[config.mk]
export PLATFORM = sky130hd
export DESIGN_NAME = cmpc_top
export DESIGN_NICKNAME = d
export VERILOG_FILES = /design/src/rtl/cmpc_pkg.sv /design/src/rtl/cmpc_top.sv /design/src/rtl/cmpc_edge.sv
export SDC_FILE = /design/constraint.sdc
export NUM_CORES = 1
export LEC_CHECK = 0
export BUFFER_PORTS_ARGS = -buffer_cell sky130_fd_sc_hd__buf_4
export CAP_MARGIN = 20
export CELL_PAD_IN_SITES_DETAIL_PLACEMENT = 0
export CELL_PAD_IN_SITES_GLOBAL_PLACEMENT = 1
export CORE_MARGIN = 3
export CORE_UTILIZATION = 34
export DETAILED_ROUTE_END_ITERATION = 8
export GPL_TIMING_DRIVEN = 1
export PLACE_DENSITY = 0.84
export REMOVE_ABC_BUFFERS = 1
export SKIP_LAST_GASP = 1
export SLEW_MARGIN = 20
export SYNTH_ARGS = -nofsm -noshare
export SYNTH_HDL_FRONTEND = slang
export SYNTH_SLANG_ARGS = --single-unit
[constraint.sdc]
create_clock -name CLK -period 4.76 [get_ports CLK]
set_input_delay 0.952 -clock CLK [delete_from_list [all_inputs] [get_ports CLK]]
set_output_delay 0.952 -clock CLK [all_outputs]
set_load 0.01 [all_outputs]
[src/rtl/cmpc_pkg.sv]
// Package of register offsets, field positions and reset values for the comparator control block.
package cmpc_pkg;

  // Register byte offsets on the AXI4-Lite bus.
  localparam logic [3:0] CTRL0_OFF   = 4'h0;
  localparam logic [3:0] CTRL1_OFF   = 4'h4;
  localparam logic [3:0] MIRROR_OFF  = 4'h8;
  localparam logic [3:0] IRQ_STS_OFF = 4'hc;
  localparam logic [3:0] IRQ_MSK_OFF = 4'h8;

  // Control register zero fields.
  localparam int C0_ENABLE = 7;
  localparam int C0_RESULT = 6;
  localparam int C0_PINEN  = 5;
  localparam int C0_INVERT = 4;
  localparam int C0_SPEED  = 2;
  localparam int C0_HYST   = 1;
  localparam int C0_SYNC   = 0;

  // Control register one fields.
  localparam int C1_RISE   = 7;
  localparam int C1_FALL   = 6;
  localparam int C1_PSEL_L = 4;
  localparam int C1_NSEL_L = 0;

  // Writable masks and reset values.
  localparam logic [7:0] CTRL0_WMASK = 8'hb7;
  localparam logic [7:0] CTRL1_WMASK = 8'hf3;
  localparam logic [7:0] CTRL0_RESET = 8'h04;
  localparam logic [7:0] CTRL1_RESET = 8'h00;

  // Positive input selection codes.
  localparam logic [1:0] PSEL_PIN = 2'h0;
  localparam logic [1:0] PSEL_DAC = 2'h1;
  localparam logic [1:0] PSEL_FVR = 2'h2;
  localparam logic [1:0] PSEL_GND = 2'h3;

  // AXI response codes.
  localparam logic [1:0] RESP_OKAY   = 2'h0;
  localparam logic [1:0] RESP_SLVERR = 2'h2;

endpackage

[src/rtl/cmpc_top.sv]
// Comparator control and output logic with an AXI4-Lite register slave.
//
// Functional notes
// - Pin enable clear keeps result internal; works whatever the enable bit.
// - Invert select set inverts the result for bit, pin and consumers.
// - Speed select one gives higher speed; zero gives low power.
// - Hysteresis bit drives the analog core hysteresis control line.
// - Rising and falling enables each set the event flag on that edge.
// - Positive select: 00 pin, 01 DAC, 10 fixed reference, 11 ground.
// - Negative select picks one of four shared pins; 00 is pin zero.
// - Result bit reads one when positive exceeds negative, swapped if inverted.
// - Mirror register shows both comparators' results in bits 1 and 0.
//
// Added by the designer: the register offsets and the AXI4-Lite interface to the registers.
`timescale 1ns/100ps
module cmpc_top (
  // Clock and reset
  input  wire logic        CLK,
  input  wire logic        RST_N,
  // AXI4-Lite write address
  input  wire logic [3:0]  S_AXI_AWADDR,
  input  wire logic        S_AXI_AWVALID,
  output logic             S_AXI_AWREADY,
  // AXI4-Lite write data
  input  wire logic [31:0] S_AXI_WDATA,
  input  wire logic [3:0]  S_AXI_WSTRB,
  input  wire logic        S_AXI_WVALID,
  output logic             S_AXI_WREADY,
  // AXI4-Lite write response
  output logic [1:0]       S_AXI_BRESP,
  output logic             S_AXI_BVALID,
  input  wire logic        S_AXI_BREADY,
  // AXI4-Lite read address
  input  wire logic [3:0]  S_AXI_ARADDR,
  input  wire logic        S_AXI_ARVALID,
  output logic             S_AXI_ARREADY,
  // AXI4-Lite read data
  output logic [31:0]      S_AXI_RDATA,
  output logic [1:0]       S_AXI_RRESP,
  output logic             S_AXI_RVALID,
  input  wire logic        S_AXI_RREADY,
  // Analog core
  input  wire logic        RAW_RESULT,
  input  wire logic        OTHER_RESULT,
  output logic             CORE_ENABLE,
  output logic             SPEED_POWER_SELECT,
  output logic             HYSTERESIS_ENABLE,
  output logic [1:0]       POSITIVE_INPUT_SELECT,
  output logic [3:0]       POSITIVE_ROUTE,
  output logic [1:0]       NEGATIVE_INPUT_SELECT,
  output logic [3:0]       NEGATIVE_ROUTE,
  // Timer1 clock source, taken as synchronous
  input  wire logic        TMR_CLK,
  // Results
  output logic             COMPARATOR_RESULT,
  output logic             RESULT_PIN_ENABLE,
  output logic             RESULT_PIN,
  output logic             COMPARATOR_EVENT_FLAG,
  output logic             IRQ
);

  ////////////////////////////////////////////////////////////////////////////////////////////
  // State.

  typedef struct packed {
    logic [7:0]  ctrl0;
    logic [7:0]  ctrl1;
    logic [1:0]  sts;
    logic [1:0]  msk;
    logic        aw_got;
    logic [3:0]  aw_addr;
    logic        w_got;
    logic [7:0]  w_data;
    logic        w_lane0;
    logic        bvalid;
    logic [1:0]  bresp;
    logic        rvalid;
    logic [31:0] rdata;
    logic [1:0]  rresp;
    logic        pin;
  } cmpc_st_t;

  cmpc_st_t st_r;
  cmpc_st_t st_nxt;

  logic result;
  logic rise_pulse;
  logic fall_pulse;
  logic do_write;
  logic do_read;
  logic rise_ev;
  logic fall_ev;

  // One-hot routing of a 2-bit selection; used for both input multiplexers.
  function automatic logic [3:0] onehot4(input logic [1:0] sel);
    onehot4 = 4'h1 << sel;
  endfunction

  // Read-back value of a register, shared by the read path.
  function automatic logic [31:0] read_word(input logic [3:0] a, input cmpc_st_t s,
                                            input logic res, input logic other);
    logic [7:0] c0;
    c0 = s.ctrl0 & cmpc_pkg::CTRL0_WMASK;
    c0[cmpc_pkg::C0_RESULT] = res;
    case (a)
      cmpc_pkg::CTRL0_OFF:   read_word = {24'h000000, c0};
      cmpc_pkg::CTRL1_OFF:   read_word = {24'h000000, s.ctrl1};
      cmpc_pkg::MIRROR_OFF:  read_word = {30'h0, other, res};
      cmpc_pkg::IRQ_STS_OFF: read_word = {30'h0, s.sts};
      default:               read_word = 32'h00000000;
    endcase
  endfunction

  function automatic logic addr_ok(input logic [3:0] a);
    addr_ok = (a == cmpc_pkg::CTRL0_OFF) || (a == cmpc_pkg::CTRL1_OFF) ||
              (a == cmpc_pkg::MIRROR_OFF) || (a == cmpc_pkg::IRQ_STS_OFF) ||
              (a == cmpc_pkg::IRQ_MSK_OFF + 4'h0);
  endfunction

  ////////////////////////////////////////////////////////////////////////////////////////////
  // Result conditioning.

  cmpc_edge u_edge (
    .clk        (CLK),
    .rst_n      (RST_N),
    .invert     (st_r.ctrl0[cmpc_pkg::C0_INVERT]),
    .sync_sel   (st_r.ctrl0[cmpc_pkg::C0_SYNC]),
    .tmr_clk    (TMR_CLK),
    .raw_result (RAW_RESULT),
    .result     (result),
    .rise_pulse (rise_pulse),
    .fall_pulse (fall_pulse)
  );

  assign rise_ev = rise_pulse && st_r.ctrl1[cmpc_pkg::C1_RISE];
  assign fall_ev = fall_pulse && st_r.ctrl1[cmpc_pkg::C1_FALL];

  ////////////////////////////////////////////////////////////////////////////////////////////
  // Bus and register logic.

  assign S_AXI_AWREADY = !st_r.aw_got && !st_r.bvalid;
  assign S_AXI_WREADY  = !st_r.w_got && !st_r.bvalid;
  assign S_AXI_ARREADY = !st_r.rvalid;
  assign do_read       = S_AXI_ARVALID && !st_r.rvalid;

  always_comb begin
    logic [3:0] wa;
    logic [7:0] wd;
    logic       wl;
    logic       aw_now;
    logic       w_now;
    wa       = st_r.aw_addr;
    wd       = st_r.w_data;
    wl       = st_r.w_lane0;
    aw_now   = st_r.aw_got;
    w_now    = st_r.w_got;
    do_write = 1'b0;
    st_nxt   = st_r;

    if (S_AXI_AWVALID && S_AXI_AWREADY) begin
      wa     = S_AXI_AWADDR;
      aw_now = 1'b1;
    end
    if (S_AXI_WVALID && S_AXI_WREADY) begin
      wd    = S_AXI_WDATA[7:0];
      wl    = S_AXI_WSTRB[0];
      w_now = 1'b1;
    end
    st_nxt.aw_got  = aw_now;
    st_nxt.aw_addr = wa;
    st_nxt.w_got   = w_now;
    st_nxt.w_data  = wd;
    st_nxt.w_lane0 = wl;

    if (aw_now && w_now) begin
      do_write       = 1'b1;
      st_nxt.aw_got  = 1'b0;
      st_nxt.w_got   = 1'b0;
      st_nxt.bvalid  = 1'b1;
      st_nxt.bresp   = cmpc_pkg::RESP_OKAY;
      if (wl) begin
        case (wa)
          cmpc_pkg::CTRL0_OFF: st_nxt.ctrl0 = wd & cmpc_pkg::CTRL0_WMASK;
          cmpc_pkg::CTRL1_OFF: st_nxt.ctrl1 = wd & cmpc_pkg::CTRL1_WMASK;
          cmpc_pkg::IRQ_MSK_OFF: st_nxt.msk = wd[1:0];
          cmpc_pkg::IRQ_STS_OFF: st_nxt.bresp = cmpc_pkg::RESP_OKAY;
          default: st_nxt.bresp = cmpc_pkg::RESP_SLVERR;
        endcase
      end else if (!addr_ok(wa)) begin
        st_nxt.bresp = cmpc_pkg::RESP_SLVERR;
      end
    end
    if (st_r.bvalid && S_AXI_BREADY) begin
      st_nxt.bvalid = 1'b0;
    end

    if (do_read) begin
      st_nxt.rvalid = 1'b1;
      st_nxt.rdata  = read_word(S_AXI_ARADDR, st_r, result, OTHER_RESULT);
      st_nxt.rresp  = addr_ok(S_AXI_ARADDR) ? cmpc_pkg::RESP_OKAY : cmpc_pkg::RESP_SLVERR;
      // A read of the status register clears it.
      if (S_AXI_ARADDR == cmpc_pkg::IRQ_STS_OFF) begin
        st_nxt.sts = 2'h0;
      end
    end
    if (st_r.rvalid && S_AXI_RREADY) begin
      st_nxt.rvalid = 1'b0;
    end

    // Event sets are applied after the read clear so a coincident edge is kept.
    if (rise_ev || fall_ev) begin
      st_nxt.sts[0] = 1'b1;
    end
    if (rise_pulse || fall_pulse) begin
      st_nxt.sts[1] = 1'b1;
    end

    // The pin is driven only while enabled, independent of the enable bit.
    st_nxt.pin = st_r.ctrl0[cmpc_pkg::C0_PINEN] & result;
  end

  always_ff @(posedge CLK) begin
    if (!RST_N) begin
      st_r       <= '0;
      st_r.ctrl0 <= cmpc_pkg::CTRL0_RESET;
      st_r.ctrl1 <= cmpc_pkg::CTRL1_RESET;
    end else begin
      st_r <= st_nxt;
    end
  end

  ////////////////////////////////////////////////////////////////////////////////////////////
  // Outputs.

  assign S_AXI_BVALID = st_r.bvalid;
  assign S_AXI_BRESP  = st_r.bresp;
  assign S_AXI_RVALID = st_r.rvalid;
  assign S_AXI_RDATA  = st_r.rdata;
  assign S_AXI_RRESP  = st_r.rresp;

  assign CORE_ENABLE           = st_r.ctrl0[cmpc_pkg::C0_ENABLE];
  assign SPEED_POWER_SELECT    = st_r.ctrl0[cmpc_pkg::C0_SPEED];
  assign HYSTERESIS_ENABLE     = st_r.ctrl0[cmpc_pkg::C0_HYST];
  assign POSITIVE_INPUT_SELECT = st_r.ctrl1[cmpc_pkg::C1_PSEL_L +: 2];
  assign POSITIVE_ROUTE        = onehot4(st_r.ctrl1[cmpc_pkg::C1_PSEL_L +: 2]);
  assign NEGATIVE_INPUT_SELECT = st_r.ctrl1[cmpc_pkg::C1_NSEL_L +: 2];
  assign NEGATIVE_ROUTE        = onehot4(st_r.ctrl1[cmpc_pkg::C1_NSEL_L +: 2]);
  assign COMPARATOR_RESULT     = result;
  assign RESULT_PIN_ENABLE     = st_r.ctrl0[cmpc_pkg::C0_PINEN];
  assign RESULT_PIN            = st_r.pin;
  assign COMPARATOR_EVENT_FLAG = st_r.sts[0];
  assign IRQ                   = |(st_r.sts & st_r.msk);

endmodule

[src/rtl/cmpc_edge.sv]
// Result conditioning: polarity, optional Timer1 re-timing and edge detection.
`timescale 1ns/100ps
module cmpc_edge (
  // Clock and reset
  input  wire logic clk,
  input  wire logic rst_n,
  // Control
  input  wire logic invert,
  input  wire logic sync_sel,
  input  wire logic tmr_clk,
  // Analog comparator decision, taken as synchronous
  input  wire logic raw_result,
  // Results
  output logic      result,
  output logic      rise_pulse,
  output logic      fall_pulse
);

  typedef struct packed {
    logic tclk;
    logic held;
    logic result;
    logic prev;
  } cmpc_edge_st_t;

  cmpc_edge_st_t st_r;
  cmpc_edge_st_t st_nxt;
  logic          pol;

  always_comb begin
    pol    = raw_result ^ invert;
    st_nxt = st_r;
    st_nxt.tclk = tmr_clk;
    // Falling edge of the Timer1 clock captures the polarised result.
    if (st_r.tclk && !tmr_clk) begin
      st_nxt.held = pol;
    end
    st_nxt.result = sync_sel ? st_nxt.held : pol;
    st_nxt.prev   = st_r.result;
  end

  always_ff @(posedge clk) begin
    if (!rst_n) begin
      st_r <= '0;
    end else begin
      st_r <= st_nxt;
    end
  end

  assign result     = st_r.result;
  assign rise_pulse = st_r.result && !st_r.prev;
  assign fall_pulse = !st_r.result && st_r.prev;

endmodule

==> flow_results.xml, run 1 <==
<?xml version="1.0" encoding="UTF-8"?>
<metrics>
  <group name="status">
    <metric name="status" unit="">finished clean</metric>
  </group>
  <group name="clock_network">
    <metric name="htree_levels" unit="">2</metric>
    <metric name="clk_pin_slew_worst_paths" unit="ps">80</metric>
    <metric name="clock_insertion_delay_worst_skew" unit="ps">300</metric>
    <metric name="clock_sink_count" unit="">46</metric>
    <metric name="ctsResizeCount" unit="">0</metric>
    <metric name="max-clock-path-buffers" unit="">2</metric>
    <metric name="cts_hold_buf" unit="">0</metric>
    <metric name="cts_made_buffers" unit="">5</metric>
    <metric name="tritoncts_clock_tree" unit="">yes</metric>
    <metric name="root_driver" unit="">sky130_fd_sc_hd__clkbuf_8</metric>
    <metric name="cts_setup_buffers" unit="">0</metric>
  </group>
  <group name="timing">
    <metric name="tightest_slew" unit="ps">543</metric>
    <metric name="fmaxAchievable" unit="MHz">388</metric>
    <metric name="fin_tns_setup" unit="ps">0</metric>
    <metric name="setup_viol" unit="">0</metric>
    <metric name="post-route-min-period" unit="ps">2580</metric>
    <metric name="slew-limit-headroom" unit="">0.635</metric>
    <metric name="hold_viol" unit="">0</metric>
    <metric name="report.final.slew_viol_count" unit="">0</metric>
    <metric name="unrepaired_setup_endpoints_after_global_routing" unit="">no</metric>
    <metric name="clock_skew_after_layout" unit="ps">5.84</metric>
    <metric name="layout_worst_path_cycle_share" unit="">0.541</metric>
  </group>
  <group name="grt">
    <metric name="grt_antenna_before_repair" unit="">0</metric>
    <metric name="overflow" unit="">0</metric>
    <metric name="global_route.usage.total" unit="">0.120</metric>
    <metric name="first_global_vias" unit="">1611</metric>
    <metric name="grt_start_max_net_pins" unit="">47</metric>
    <metric name="grt_pass1_wl" unit="microns">7210</metric>
  </group>
  <group name="synthesis">
    <metric name="synth_seq_cells" unit="">46</metric>
    <metric name="synth_edf_count" unit="">0</metric>
    <metric name="async_sr_flop_fraction" unit="">0</metric>
    <metric name="per_instance_average_area_after_synthesis" unit="sq um">9.27</metric>
    <metric name="syn-cell-area" unit="sq um">2260</metric>
    <metric name="synth_cells" unit="">244</metric>
    <metric name="ys_seq_area_frac" unit="">0.407</metric>
    <metric name="post_synth_adder_cell_area" unit="">0.0111</metric>
    <metric name="dominantRegCellSynth" unit="">sky130_fd_sc_hd__dfxtp_1</metric>
    <metric name="synth_compound_gate_area_share" unit="">0.0653</metric>
    <metric name="synth_cell_types" unit="">38</metric>
    <metric name="ys.warnings.count" unit="">0</metric>
    <metric name="synth-xor-area-share" unit="">0.00387</metric>
    <metric name="post_synth_and_or_nand_nor_area_fraction" unit="">0.186</metric>
    <metric name="synth.area.mux_share" unit="">0.149</metric>
    <metric name="main_combinational_cell_family_by_area_after_synthesis" unit="">simple AND/OR/NAND/NOR gates</metric>
  </group>
  <group name="route">
    <metric name="drtIter0Drc" unit="">34</metric>
    <metric name="wire_per_inst" unit="microns">12.1</metric>
    <metric name="drcViolationCount" unit="">0</metric>
    <metric name="detail-route-antenna-nets" unit="">0</metric>
    <metric name="wl" unit="microns">4410</metric>
    <metric name="detailroute.via_count" unit="">1654</metric>
    <metric name="routed_via_density" unit="">4.53</metric>
    <metric name="detail_route.first_pass.iterations" unit="">4</metric>
  </group>
  <group name="finish">
    <metric name="layout.cells.most_common_list" unit="">sky130_fd_sc_hd__buf_4 (60), sky130_fd_sc_hd__dfxtp_1 (46), sky130_fd_sc_hd__conb_1 (27)</metric>
    <metric name="area_grow_syn2layout" unit="%">19.1</metric>
    <metric name="final_common_cell" unit="">sky130_fd_sc_hd__buf_4</metric>
    <metric name="drive_gt1_frac" unit="">0.274</metric>
    <metric name="antennaDiodeCount" unit="">0</metric>
    <metric name="number_of_nets_in_the_layout" unit="">343</metric>
  </group>
  <group name="floorplanning">
    <metric name="placeableCoreArea" unit="sq um">6390</metric>
    <metric name="dieArea" unit="sq um">7660</metric>
    <metric name="io_pins" unit="">115</metric>
    <metric name="initial_utilization" unit="">0.354</metric>
    <metric name="fp.dieH" unit="microns">87.5</metric>
    <metric name="chipWidth" unit="microns">87.5</metric>
    <metric name="placementRows" unit="">29</metric>
  </group>
  <group name="pwr">
    <metric name="finalPower" unit="uW">881</metric>
    <metric name="power_per_cell_area" unit="nW/um^2">327</metric>
    <metric name="peakVddDrop" unit="mV">0.155</metric>
    <metric name="power.static_leakage" unit="nW">1.30</metric>
  </group>
  <group name="setup_path">
    <metric name="worst_ep_arrival_time" unit="ps">2760</metric>
    <metric name="critical_path.endpoint_type" unit="">register</metric>
    <metric name="worstRegToRegCells" unit="">5</metric>
    <metric name="timing.critical_path.slowest_stage_cell" unit="">sky130_fd_sc_hd__or3b_1</metric>
    <metric name="cpPeakStageDelay" unit="ps">500</metric>
    <metric name="path_max_fanout" unit="">7</metric>
    <metric name="critical_path_buffers_and_inverters" unit="">1</metric>
    <metric name="crit_path_cell_trace" unit="">buf_4 -&gt; or3b_1 -&gt; mux2i_1 -&gt; nor3_1 -&gt; nand3_1 -&gt; mux2_2</metric>
    <metric name="worst-setup-path-type" unit="">in2reg</metric>
    <metric name="cp_data_required_time" unit="ps">4950</metric>
    <metric name="critPathTopFamily" unit="">simple AND/OR/NAND/NOR gates</metric>
    <metric name="start_kind" unit="">input pin</metric>
    <metric name="crit_cells" unit="">6</metric>
  </group>
  <group name="job">
    <metric name="cap_viol_max_count" unit="">0</metric>
  </group>
  <group name="placement">
    <metric name="io_buffers" unit="">59</metric>
    <metric name="dpl.hpwl" unit="microns">3340</metric>
    <metric name="place_congestion" unit="">0.745</metric>
  </group>
  <group name="min_path">
    <metric name="timing.hold.worst_path_depth" unit="">2</metric>
    <metric name="min-delay-path-class" unit="">reg2reg</metric>
  </group>
</metrics>
per-layer routing:
layer | track usage | routed length, microns
met5 | 0 | 0
met4 | 0.0432 | 65
met3 | 0.0367 | 336
met2 | 0.204 | 2130
met1 | 0.143 | 1880
through the flow:
step | hold slack [ps] | setup slack [ps] | cells | util | cell area, sq um
after floorplan | 438 | 1770 | 220 | - | 2000
after global placement | 449 | 1830 | 357 | 0.399 | 2550
after detailed placement | 458 | 1850 | 357 | 0.399 | 2550
after CTS | 471 | 2160 | 365 | 0.422 | 2690
after global routing | 488 | 1980 | 365 | 0.422 | 2690
final | 465 | 2180 | 365 | 0.422 | 2690
final cells by class:
class	count	area (sq um)
fill	642	3690
sequential	46	921
multi-input combinational	163	1040
clock buffer	6	82.6
timing repair buffer	60	450
inverter	11	41.3
clock inverter	2	60.1
tap	77	96.3
worst reg2reg max path, delay by kind of cell (launching register included):
kind | cells | cell delay [ps]
and+or+nand+nor | 3 | 1180
muxes | 2 | 610
DFF | 1 | 390
worst paths after layout:
path / to / slack, ps / from
max: st_r[64] / 2180 / S_AXI_AWVALID
min: S_AXI_RDATA[2] / 470 / S_AXI_RDATA[2]
max reg2reg: st_r[64] / 2480 / S_AXI_BVALID
min reg2reg: S_AXI_RDATA[2] / 470 / S_AXI_RDATA[2]
report_power, final:
part | internal (mW) | leakage [nW] | switching [mW]
clock | 0.224 | 0.0714 | 0.129
sequential | 0.401 | 0.375 | 0.0116
combinational | 0.0560 | 0.854 | 0.0595
state kept, by name, indices dropped and copies added, names as in the netlist:
register and flops:
COMPARATOR_EVENT_FLAG 1, CORE_ENABLE 1, HYSTERESIS_ENABLE 1, NEGATIVE_INPUT_SELECT 2
POSITIVE_INPUT_SELECT 2, RESULT_PIN 1, RESULT_PIN_ENABLE 1, SPEED_POWER_SELECT 1
S_AXI_BRESP 1, S_AXI_BVALID 1, S_AXI_RDATA 7, S_AXI_RRESP 1
S_AXI_RVALID 1, st_r 21, u_edge.result 1, u_edge.st_r 3
cells in the mapped netlist (all sizes together) (2+ instances only):
cell	count	area (sq um)
dfxtp	46	921
buf	43	328
nand2	22	82.6
mux2i	21	210
nor2b	18	113
and2	11	68.8
inv	11	41.3
nor2	11	41.3
o21ai	10	50.0
clkbuf	7	26.3
mux2	7	82.6
nand3	7	35.0
a21boi	3	22.5
a21oi	2	10.0
a22oi	2	15.0
ha	2	25.0
mux4	2	45.0
nand2b	2	12.5
nor3	2	10.0
logic make-up after synthesis:
kind of cell	Yosys count
multiplexers	30
buffers and inverters	61
flip-flops	46
other	1
AO/OA/AOI/OAI	23
XOR/XNOR	1
AND/OR/NAND/NOR	80
adder cells (fa/ha/maj)	2
No activity file was read; power rests on OpenSTA's default activity.
==> inputs of run 2 (changes only) <==
--- a/config.mk
+++ b/config.mk
@@ -10,10 +10,10 @@
 export CELL_PAD_IN_SITES_DETAIL_PLACEMENT = 0
 export CELL_PAD_IN_SITES_GLOBAL_PLACEMENT = 1
 export CORE_MARGIN = 3
-export CORE_UTILIZATION = 34
+export CORE_UTILIZATION = 32
 export DETAILED_ROUTE_END_ITERATION = 8
 export GPL_TIMING_DRIVEN = 1
-export PLACE_DENSITY = 0.84
+export PLACE_DENSITY = 0.8
 export REMOVE_ABC_BUFFERS = 1
 export SKIP_LAST_GASP = 1
 export SLEW_MARGIN = 20
==> constraint.sdc (replaced) <==
create_clock -name CLK -period 2.6 [get_ports CLK]
set_input_delay 0.52 -clock CLK [delete_from_list [all_inputs] [get_ports CLK]]
set_output_delay 0.52 -clock CLK [all_outputs]
set_load 0.01 [all_outputs]
==> run 2 against run 1 <==
Global-route usage fell by 1.0 points. Core utilization fell by 2.5 points. Final cell count rose by 6.0%. Die area rose by 5.8%. Critical path type is now reg2reg.
==> flow_results.xml, run 2 (synthesis gave the netlist of run 1 again) <==
<?xml version="1.0" encoding="UTF-8"?>
<metrics>
  <group name="clock_network">
    <metric name="ctsResizeCount" unit="">0</metric>
    <metric name="htree_levels" unit="">2</metric>
    <metric name="cts_setup_buffers" unit="">0</metric>
    <metric name="clock_insertion_delay_worst_skew" unit="ps">300</metric>
    <metric name="max-clock-path-buffers" unit="">2</metric>
    <metric name="root_driver" unit="">sky130_fd_sc_hd__clkbuf_8</metric>
    <metric name="tritoncts_clock_tree" unit="">yes</metric>
    <metric name="cts_made_buffers" unit="">5</metric>
    <metric name="cts_hold_buf" unit="">0</metric>
    <metric name="clock_sink_count" unit="">46</metric>
    <metric name="clk_pin_slew_worst_paths" unit="ps">90</metric>
  </group>
  <group name="setup_path">
    <metric name="worst_ep_arrival_time" unit="ps">2360</metric>
    <metric name="critical_path.endpoint_type" unit="">register</metric>
    <metric name="regToRegSetupSlack" unit="ps">420</metric>
    <metric name="cpPeakStageDelay" unit="ps">600</metric>
    <metric name="crit_path_cell_trace" unit="">or3b_1 -&gt; a2111oi_0 -&gt; or4b_4 -&gt; nor2_1 -&gt; a31oi_1</metric>
    <metric name="r2r-end" unit="">SPEED_POWER_SELECT</metric>
    <metric name="worst-setup-path-type" unit="">reg2reg</metric>
    <metric name="worstRegToRegCells" unit="">5</metric>
    <metric name="startpoint_of_the_lowest_slack_register_to_register_path" unit="">S_AXI_BVALID</metric>
    <metric name="timing.critical_path.slowest_stage_cell" unit="">sky130_fd_sc_hd__or4b_4</metric>
    <metric name="critPathTopFamily" unit="">simple AND/OR/NAND/NOR gates</metric>
    <metric name="path_max_fanout" unit="">12</metric>
    <metric name="start_kind" unit="">register</metric>
    <metric name="critical_path_buffers_and_inverters" unit="">0</metric>
    <metric name="cp_data_required_time" unit="ps">2780</metric>
  </group>
  <group name="grt">
    <metric name="grtUsageMet3" unit="">0.0427</metric>
    <metric name="busiest_layer" unit="">met2</metric>
    <metric name="global_route.usage.met1" unit="">0.132</metric>
    <metric name="first_global_vias" unit="">1580</metric>
    <metric name="global_route.usage.total" unit="">0.110</metric>
    <metric name="grt_start_max_net_pins" unit="">47</metric>
    <metric name="grt.met2_usage" unit="">0.179</metric>
    <metric name="grt_antenna_before_repair" unit="">0</metric>
    <metric name="overflow" unit="">0</metric>
    <metric name="grt_pass1_wl" unit="microns">7290</metric>
  </group>
  <group name="finish">
    <metric name="drive_gt1_frac" unit="">0.278</metric>
    <metric name="final.fill_count" unit="">709</metric>
    <metric name="antennaDiodeCount" unit="">0</metric>
    <metric name="number_of_nets_in_the_layout" unit="">346</metric>
    <metric name="layout.cells.most_common_list" unit="">sky130_fd_sc_hd__buf_4 (63), sky130_fd_sc_hd__dfxtp_1 (46), sky130_fd_sc_hd__conb_1 (27)</metric>
    <metric name="fin_area" unit="sq um">2710</metric>
    <metric name="largest_register_ff_count" unit="">21</metric>
    <metric name="area_grow_syn2layout" unit="%">19.8</metric>
    <metric name="largest_register" unit="">st_r</metric>
    <metric name="final_common_cell" unit="">sky130_fd_sc_hd__buf_4</metric>
  </group>
  <group name="floorplanning">
    <metric name="io_pins" unit="">115</metric>
    <metric name="placeableCoreArea" unit="sq um">6830</metric>
    <metric name="chipWidth" unit="microns">90.1</metric>
    <metric name="placementRows" unit="">30</metric>
    <metric name="initial_utilization" unit="">0.331</metric>
    <metric name="fp.dieH" unit="microns">90.1</metric>
    <metric name="dieArea" unit="sq um">8110</metric>
  </group>
  <group name="timing">
    <metric name="fin_tns_setup" unit="ps">0</metric>
    <metric name="fmaxAchievable" unit="MHz">458</metric>
    <metric name="report.final.slew_viol_count" unit="">0</metric>
    <metric name="layout_worst_path_cycle_share" unit="">0.840</metric>
    <metric name="hold_viol" unit="">0</metric>
    <metric name="post-route-min-period" unit="ps">2180</metric>
    <metric name="setup_viol" unit="">0</metric>
    <metric name="unrepaired_setup_endpoints_after_global_routing" unit="">no</metric>
    <metric name="clock_skew_after_layout" unit="ps">11.8</metric>
  </group>
  <group name="job">
    <metric name="cap_viol_max_count" unit="">0</metric>
  </group>
  <group name="route">
    <metric name="routed_via_density" unit="">4.29</metric>
    <metric name="wl" unit="microns">4500</metric>
    <metric name="detailroute.via_count" unit="">1659</metric>
    <metric name="detail-route-antenna-nets" unit="">0</metric>
    <metric name="wire_per_inst" unit="microns">11.6</metric>
    <metric name="drtIter0Drc" unit="">64</metric>
    <metric name="detail_route.first_pass.iterations" unit="">4</metric>
    <metric name="drcViolationCount" unit="">0</metric>
  </group>
  <group name="placement">
    <metric name="dpl.hpwl" unit="microns">3370</metric>
    <metric name="post_dp_cell_area" unit="sq um">2600</metric>
    <metric name="place_congestion" unit="">0.715</metric>
    <metric name="io_buffers" unit="">59</metric>
  </group>
  <group name="pwr">
    <metric name="power.static_leakage" unit="nW">1.29</metric>
    <metric name="power_per_cell_area" unit="nW/um^2">554</metric>
    <metric name="power.switching_fraction" unit="">0.249</metric>
    <metric name="peakVddDrop" unit="mV">0.199</metric>
    <metric name="pwr-share-seq" unit="">0.503</metric>
    <metric name="netSwitchingPower" unit="uW">373</metric>
    <metric name="internal_power" unit="mW">1.13</metric>
    <metric name="pwr-share-comb" unit="">0.144</metric>
    <metric name="pwr-share-clk" unit="">0.353</metric>
  </group>
  <group name="min_path">
    <metric name="timing.hold.worst_path_depth" unit="">2</metric>
    <metric name="min-delay-path-class" unit="">in2reg</metric>
    <metric name="hold_end" unit="">u_edge.st_r[3]</metric>
    <metric name="hp-start" unit="">TMR_CLK</metric>
  </group>
  <group name="status">
    <metric name="status" unit="">finished clean</metric>
  </group>
</metrics>
-- run 2: cell count changes in the layout (fill, tap and decap cells not counted) --
cell and change:
sky130_fd_sc_hd__clkbuf_1 +1, sky130_fd_sc_hd__buf_4 +3, sky130_fd_sc_hd__clkinvlp_4 +1, sky130_fd_sc_hd__bufinv_16 -1
sky130_fd_sc_hd__clkbuf_8 -1
-- run 2: power by group through the flow --
stage / Sequential [mW] / Combinational, mW / Clock (mW)
after CTS: 0.755 / 0.218 / 0.545
after global routing: 0.759 / 0.237 / 0.578
after detailed placement: 0.772 / 0.217 / 0
final: 0.755 / 0.215 / 0.530
after global placement: 0.771 / 0.215 / 0
after floorplan: 0.770 / 0.122 / 0
-- run 2: area by class of cell --
| type | count | area [sq um] | area share |
|---|---|---|---|
| Multi-Input combinational cell | 163 | 1040 | 0.385 |
| Sequential cell | 46 | 921 | 0.340 |
| Timing Repair Buffer | 63 | 473 | 0.175 |
| Tap cell | 96 | 120 | 0.0444 |
| Clock buffer | 6 | 72.6 | 0.0268 |
| Inverter | 11 | 41.3 | 0.0152 |
| Clock inverter | 2 | 37.5 | 0.0139 |
-- run 2: per-stage QoR --
stage / hold slack, ps / setup WS, ps / total power, mW / cells / utilization
after global placement: 447 / 254 / 0.986 / 379 / 0.380
after detailed placement: 455 / 226 / 0.989 / 379 / 0.380
after global routing: 420 / 222 / 1.58 / 387 / 0.396
after floorplan: 438 / 44.2 / 0.892 / 220 / -
final: 435 / 416 / 1.50 / 387 / 0.396
after CTS: 430 / 416 / 1.52 / 387 / 0.396
-- run 2: worst reg2reg max path, stage by stage, from the launching register on --
cell                        delay (ps)
sky130_fd_sc_hd__dfxtp_1           380
sky130_fd_sc_hd__or3b_1            470
sky130_fd_sc_hd__a2111oi_0         440
sky130_fd_sc_hd__or4b_4            600
sky130_fd_sc_hd__nor2_1            140
sky130_fd_sc_hd__a31oi_1            40
-- run 2: worst max path at each step --
stage                  startpoint                 end  slack, ps  cells after the start
finish               S_AXI_BVALID  SPEED_POWER_SELECT        420                      5
global route         S_AXI_BVALID  SPEED_POWER_SELECT        220                      5
CTS                  S_AXI_BVALID  SPEED_POWER_SELECT        420                      5
detailed placement  S_AXI_AWVALID  SPEED_POWER_SELECT        230                      6
global placement    S_AXI_AWVALID  SPEED_POWER_SELECT        250                      6
floorplan            S_AXI_WVALID            st_r[64]         40                      5
-- run 2: layer usage --
metal  vias to the layer above  part of all wire
met5                         -                 0
met1                       772              0.46
met4                         0             0.013
met3                         7             0.072
li1                        831                 -
met2                        49              0.46
==> inputs of run 3 (changes only) <==
--- a/config.mk
+++ b/config.mk
@@ -5,6 +5,7 @@
 export SDC_FILE = /design/constraint.sdc
 export NUM_CORES = 1
 export LEC_CHECK = 0
+export ABC_AREA = 1
 export BUFFER_PORTS_ARGS = -buffer_cell sky130_fd_sc_hd__buf_4
 export CAP_MARGIN = 20
 export CELL_PAD_IN_SITES_DETAIL_PLACEMENT = 0
==> constraint.sdc (replaced) <==
create_clock -name CLK -period 2.1 [get_ports CLK]
set_input_delay 0.42 -clock CLK [delete_from_list [all_inputs] [get_ports CLK]]
set_output_delay 0.42 -clock CLK [all_outputs]
set_load 0.01 [all_outputs]
==> run 3 against run 2 <==
Clock skew is essentially flat. First-iteration DRC count grew 66%. Design area grew 14%. Synthesized area grew 15%. Via count grew 31%. Sequential share of layout area shrank 4.1 points. Critical path type unchanged. Largest cell class unchanged. Highest routed layer unchanged.
==> flow_results.xml, run 3 <==
<?xml version="1.0" encoding="UTF-8"?>
<metrics>
  <group name="setup_path">
    <metric name="path_max_fanout" unit="">10</metric>
    <metric name="worst-setup-path-type" unit="">reg2reg</metric>
    <metric name="critical_path.endpoint_type" unit="">register</metric>
    <metric name="cp_data_required_time" unit="ps">2300</metric>
    <metric name="start_kind" unit="">register</metric>
    <metric name="worst_ep_arrival_time" unit="ps">1970</metric>
    <metric name="regToRegSetupSlack" unit="ps">340</metric>
    <metric name="worstRegToRegCells" unit="">7</metric>
  </group>
  <group name="synthesis">
    <metric name="synth.area.top_cells" unit="">sky130_fd_sc_hd__dfxtp_1 (35%), sky130_fd_sc_hd__buf_4 (12%), sky130_fd_sc_hd__nand2_1 (10%)</metric>
    <metric name="synth_cells" unit="">360</metric>
    <metric name="most_frequent_cell_after_synthesis" unit="">sky130_fd_sc_hd__nand2_1</metric>
    <metric name="syn-cell-area" unit="sq um">2600</metric>
    <metric name="main_combinational_cell_family_by_area_after_synthesis" unit="">simple AND/OR/NAND/NOR gates</metric>
    <metric name="dominantRegCellSynth" unit="">sky130_fd_sc_hd__dfxtp_1</metric>
    <metric name="per_instance_average_area_after_synthesis" unit="sq um">7.22</metric>
    <metric name="post_synth_and_or_nand_nor_area_fraction" unit="">0.326</metric>
    <metric name="synth-xor-area-share" unit="">0.00337</metric>
    <metric name="synth.area.mux_share" unit="">0</metric>
    <metric name="synth_top_area_share" unit="">0.354</metric>
    <metric name="ys.warnings.count" unit="">0</metric>
    <metric name="synth_edf_count" unit="">0</metric>
    <metric name="post_synthesis_cell_type_with_the_largest_combined_area" unit="">sky130_fd_sc_hd__dfxtp_1</metric>
    <metric name="synth_cell_types" unit="">31</metric>
    <metric name="synth.top_cells.by_count" unit="">sky130_fd_sc_hd__nand2_1 (70), sky130_fd_sc_hd__inv_1 (54), sky130_fd_sc_hd__dfxtp_1 (46)</metric>
    <metric name="async_sr_flop_fraction" unit="">0</metric>
    <metric name="ys_seq_area_frac" unit="">0.354</metric>
    <metric name="synth_compound_gate_area_share" unit="">0.0914</metric>
    <metric name="synth_seq_cells" unit="">46</metric>
    <metric name="post_synth_adder_cell_area" unit="">0.00962</metric>
  </group>
  <group name="grt">
    <metric name="global_route.usage.total" unit="">0.122</metric>
    <metric name="grt_pass1_wl" unit="microns">8890</metric>
    <metric name="first_global_vias" unit="">1998</metric>
    <metric name="grt_start_max_net_pins" unit="">24</metric>
    <metric name="grt_antenna_before_repair" unit="">0</metric>
    <metric name="overflow" unit="">0</metric>
  </group>
  <group name="timing">
    <metric name="final.hold.worst_slack" unit="ps">283</metric>
    <metric name="fin_tns_setup" unit="ps">0</metric>
    <metric name="fmaxAchievable" unit="MHz">567</metric>
    <metric name="report.final.slew_viol_count" unit="">0</metric>
    <metric name="setup_viol" unit="">0</metric>
    <metric name="clock_skew_after_layout" unit="ps">11.3</metric>
    <metric name="layout_worst_path_cycle_share" unit="">0.839</metric>
    <metric name="post-route-min-period" unit="ps">1760</metric>
    <metric name="layout_setup_ws" unit="ps">337</metric>
    <metric name="unrepaired_setup_endpoints_after_global_routing" unit="">no</metric>
    <metric name="hold_viol" unit="">0</metric>
  </group>
  <group name="job">
    <metric name="cap_viol_max_count" unit="">0</metric>
  </group>
  <group name="placement">
    <metric name="post_placement_worst_setup_slack" unit="ps">341</metric>
    <metric name="place_congestion" unit="">0.787</metric>
    <metric name="dpl.cell_count" unit="">502</metric>
    <metric name="io_buffers" unit="">59</metric>
    <metric name="post_dp_cell_area" unit="sq um">2940</metric>
    <metric name="dpl.hpwl" unit="microns">4240</metric>
  </group>
  <group name="floorplanning">
    <metric name="initial_utilization" unit="">0.333</metric>
    <metric name="fp.dieH" unit="microns">96.1</metric>
    <metric name="placementRows" unit="">32</metric>
    <metric name="placeableCoreArea" unit="sq um">7810</metric>
    <metric name="chipWidth" unit="microns">96.1</metric>
    <metric name="io_pins" unit="">115</metric>
    <metric name="dieArea" unit="sq um">9240</metric>
  </group>
  <group name="clock_network">
    <metric name="cts_hold_buf" unit="">0</metric>
    <metric name="cts_made_buffers" unit="">5</metric>
    <metric name="htree_levels" unit="">2</metric>
    <metric name="clock_insertion_delay_worst_skew" unit="ps">300</metric>
    <metric name="root_driver" unit="">sky130_fd_sc_hd__clkbuf_8</metric>
    <metric name="max-clock-path-buffers" unit="">2</metric>
    <metric name="ctsResizeCount" unit="">0</metric>
    <metric name="cts_setup_buffers" unit="">0</metric>
    <metric name="tritoncts_clock_tree" unit="">yes</metric>
    <metric name="clk_pin_slew_worst_paths" unit="ps">90</metric>
    <metric name="clock_sink_count" unit="">46</metric>
  </group>
  <group name="finish">
    <metric name="area_grow_syn2layout" unit="%">18.4</metric>
    <metric name="drive_gt1_frac" unit="">0.248</metric>
    <metric name="number_of_nets_in_the_layout" unit="">463</metric>
    <metric name="fin_area" unit="sq um">3080</metric>
    <metric name="largest_register" unit="">st_r</metric>
    <metric name="post_layout_utilization_of_the_core" unit="">0.394</metric>
    <metric name="final_common_cell" unit="">sky130_fd_sc_hd__nand2_1</metric>
    <metric name="largest_register_ff_count" unit="">21</metric>
    <metric name="layout.cells.most_common_list" unit="">sky130_fd_sc_hd__nand2_1 (70), sky130_fd_sc_hd__buf_4 (62), sky130_fd_sc_hd__inv_1 (54)</metric>
    <metric name="fin_cells" unit="">510</metric>
    <metric name="antennaDiodeCount" unit="">0</metric>
  </group>
  <group name="status">
    <metric name="status" unit="">finished clean</metric>
  </group>
  <group name="route">
    <metric name="detailroute.via_count" unit="">2171</metric>
    <metric name="wire_per_inst" unit="microns">10.6</metric>
    <metric name="wl" unit="microns">5380</metric>
    <metric name="drtIter0Drc" unit="">106</metric>
    <metric name="detail-route-antenna-nets" unit="">0</metric>
    <metric name="routed_via_density" unit="">4.26</metric>
    <metric name="detail_route.first_pass.iterations" unit="">4</metric>
    <metric name="drcViolationCount" unit="">0</metric>
  </group>
  <group name="pwr">
    <metric name="power.static_leakage" unit="nW">1.50</metric>
    <metric name="power_per_cell_area" unit="nW/um^2">758</metric>
    <metric name="peakVddDrop" unit="mV">0.321</metric>
    <metric name="finalPower" unit="mW">2.33</metric>
  </group>
  <group name="min_path">
    <metric name="min-delay-path-class" unit="">in2reg</metric>
    <metric name="timing.hold.worst_path_depth" unit="">2</metric>
  </group>
</metrics>
[run 3: logic make-up after synthesis]
kind of cell | after synthesis
AOI/OAI and AO/OA | 41
xor gates and xnor gates | 1
adders and majority gates | 2
buffers and inverters | 103
DFF | 46
other | 1
and+or+nand+nor | 166
[run 3: worst paths after layout]
path                  startpoint                  endpoint
setup / recovery    S_AXI_BVALID  POSITIVE_INPUT_SELECT[1]
hold / removal      S_AXI_BREADY              S_AXI_BVALID
setup reg to reg    S_AXI_BVALID  POSITIVE_INPUT_SELECT[1]
hold reg to reg   S_AXI_RDATA[0]            S_AXI_RDATA[0]
[run 3: power by group]
group	total, mW	switching [mW]	internal [mW]
Clock	0.787	0.310	0.477
Combinational	0.558	0.343	0.214
Sequential	0.990	0.0515	0.939
Total	2.33	0.704	1.63
[run 3: critical path, stage by stage, from the launching register on]
cell,delay (ps)
sky130_fd_sc_hd__dfxtp_1,630
sky130_fd_sc_hd__nor2_4,100
sky130_fd_sc_hd__nand2_2,150
sky130_fd_sc_hd__inv_1,150
sky130_fd_sc_hd__o21ai_0,380
sky130_fd_sc_hd__nand3_1,140
sky130_fd_sc_hd__nand2_1,90
sky130_fd_sc_hd__nor2_1,40
[run 3: layer usage]
| metal | global-route usage | wire length [microns] | vias to the layer above |
|---|---|---|---|
| met3 | 0.0313 | 440 | 5 |
| met2 | 0.200 | 2300 | 81 |
| met4 | 0.0379 | 51 | 0 |
| met1 | 0.155 | 2590 | 940 |
| li1 | - | - | 1145 |
| met5 | 0 | 0 | - |
[run 3: area by class of cell]
| cell class | instances | area [sq um] |
|---|---|---|
| clock inverters | 3 | 68.8 |
| clock buffers | 5 | 68.8 |
| flip-flops and latches | 46 | 921 |
| fillers | 834 | 4730 |
| well taps | 102 | 128 |
| multi-input cells | 237 | 1220 |
| inverters | 55 | 206 |
| repair buffers | 62 | 465 |
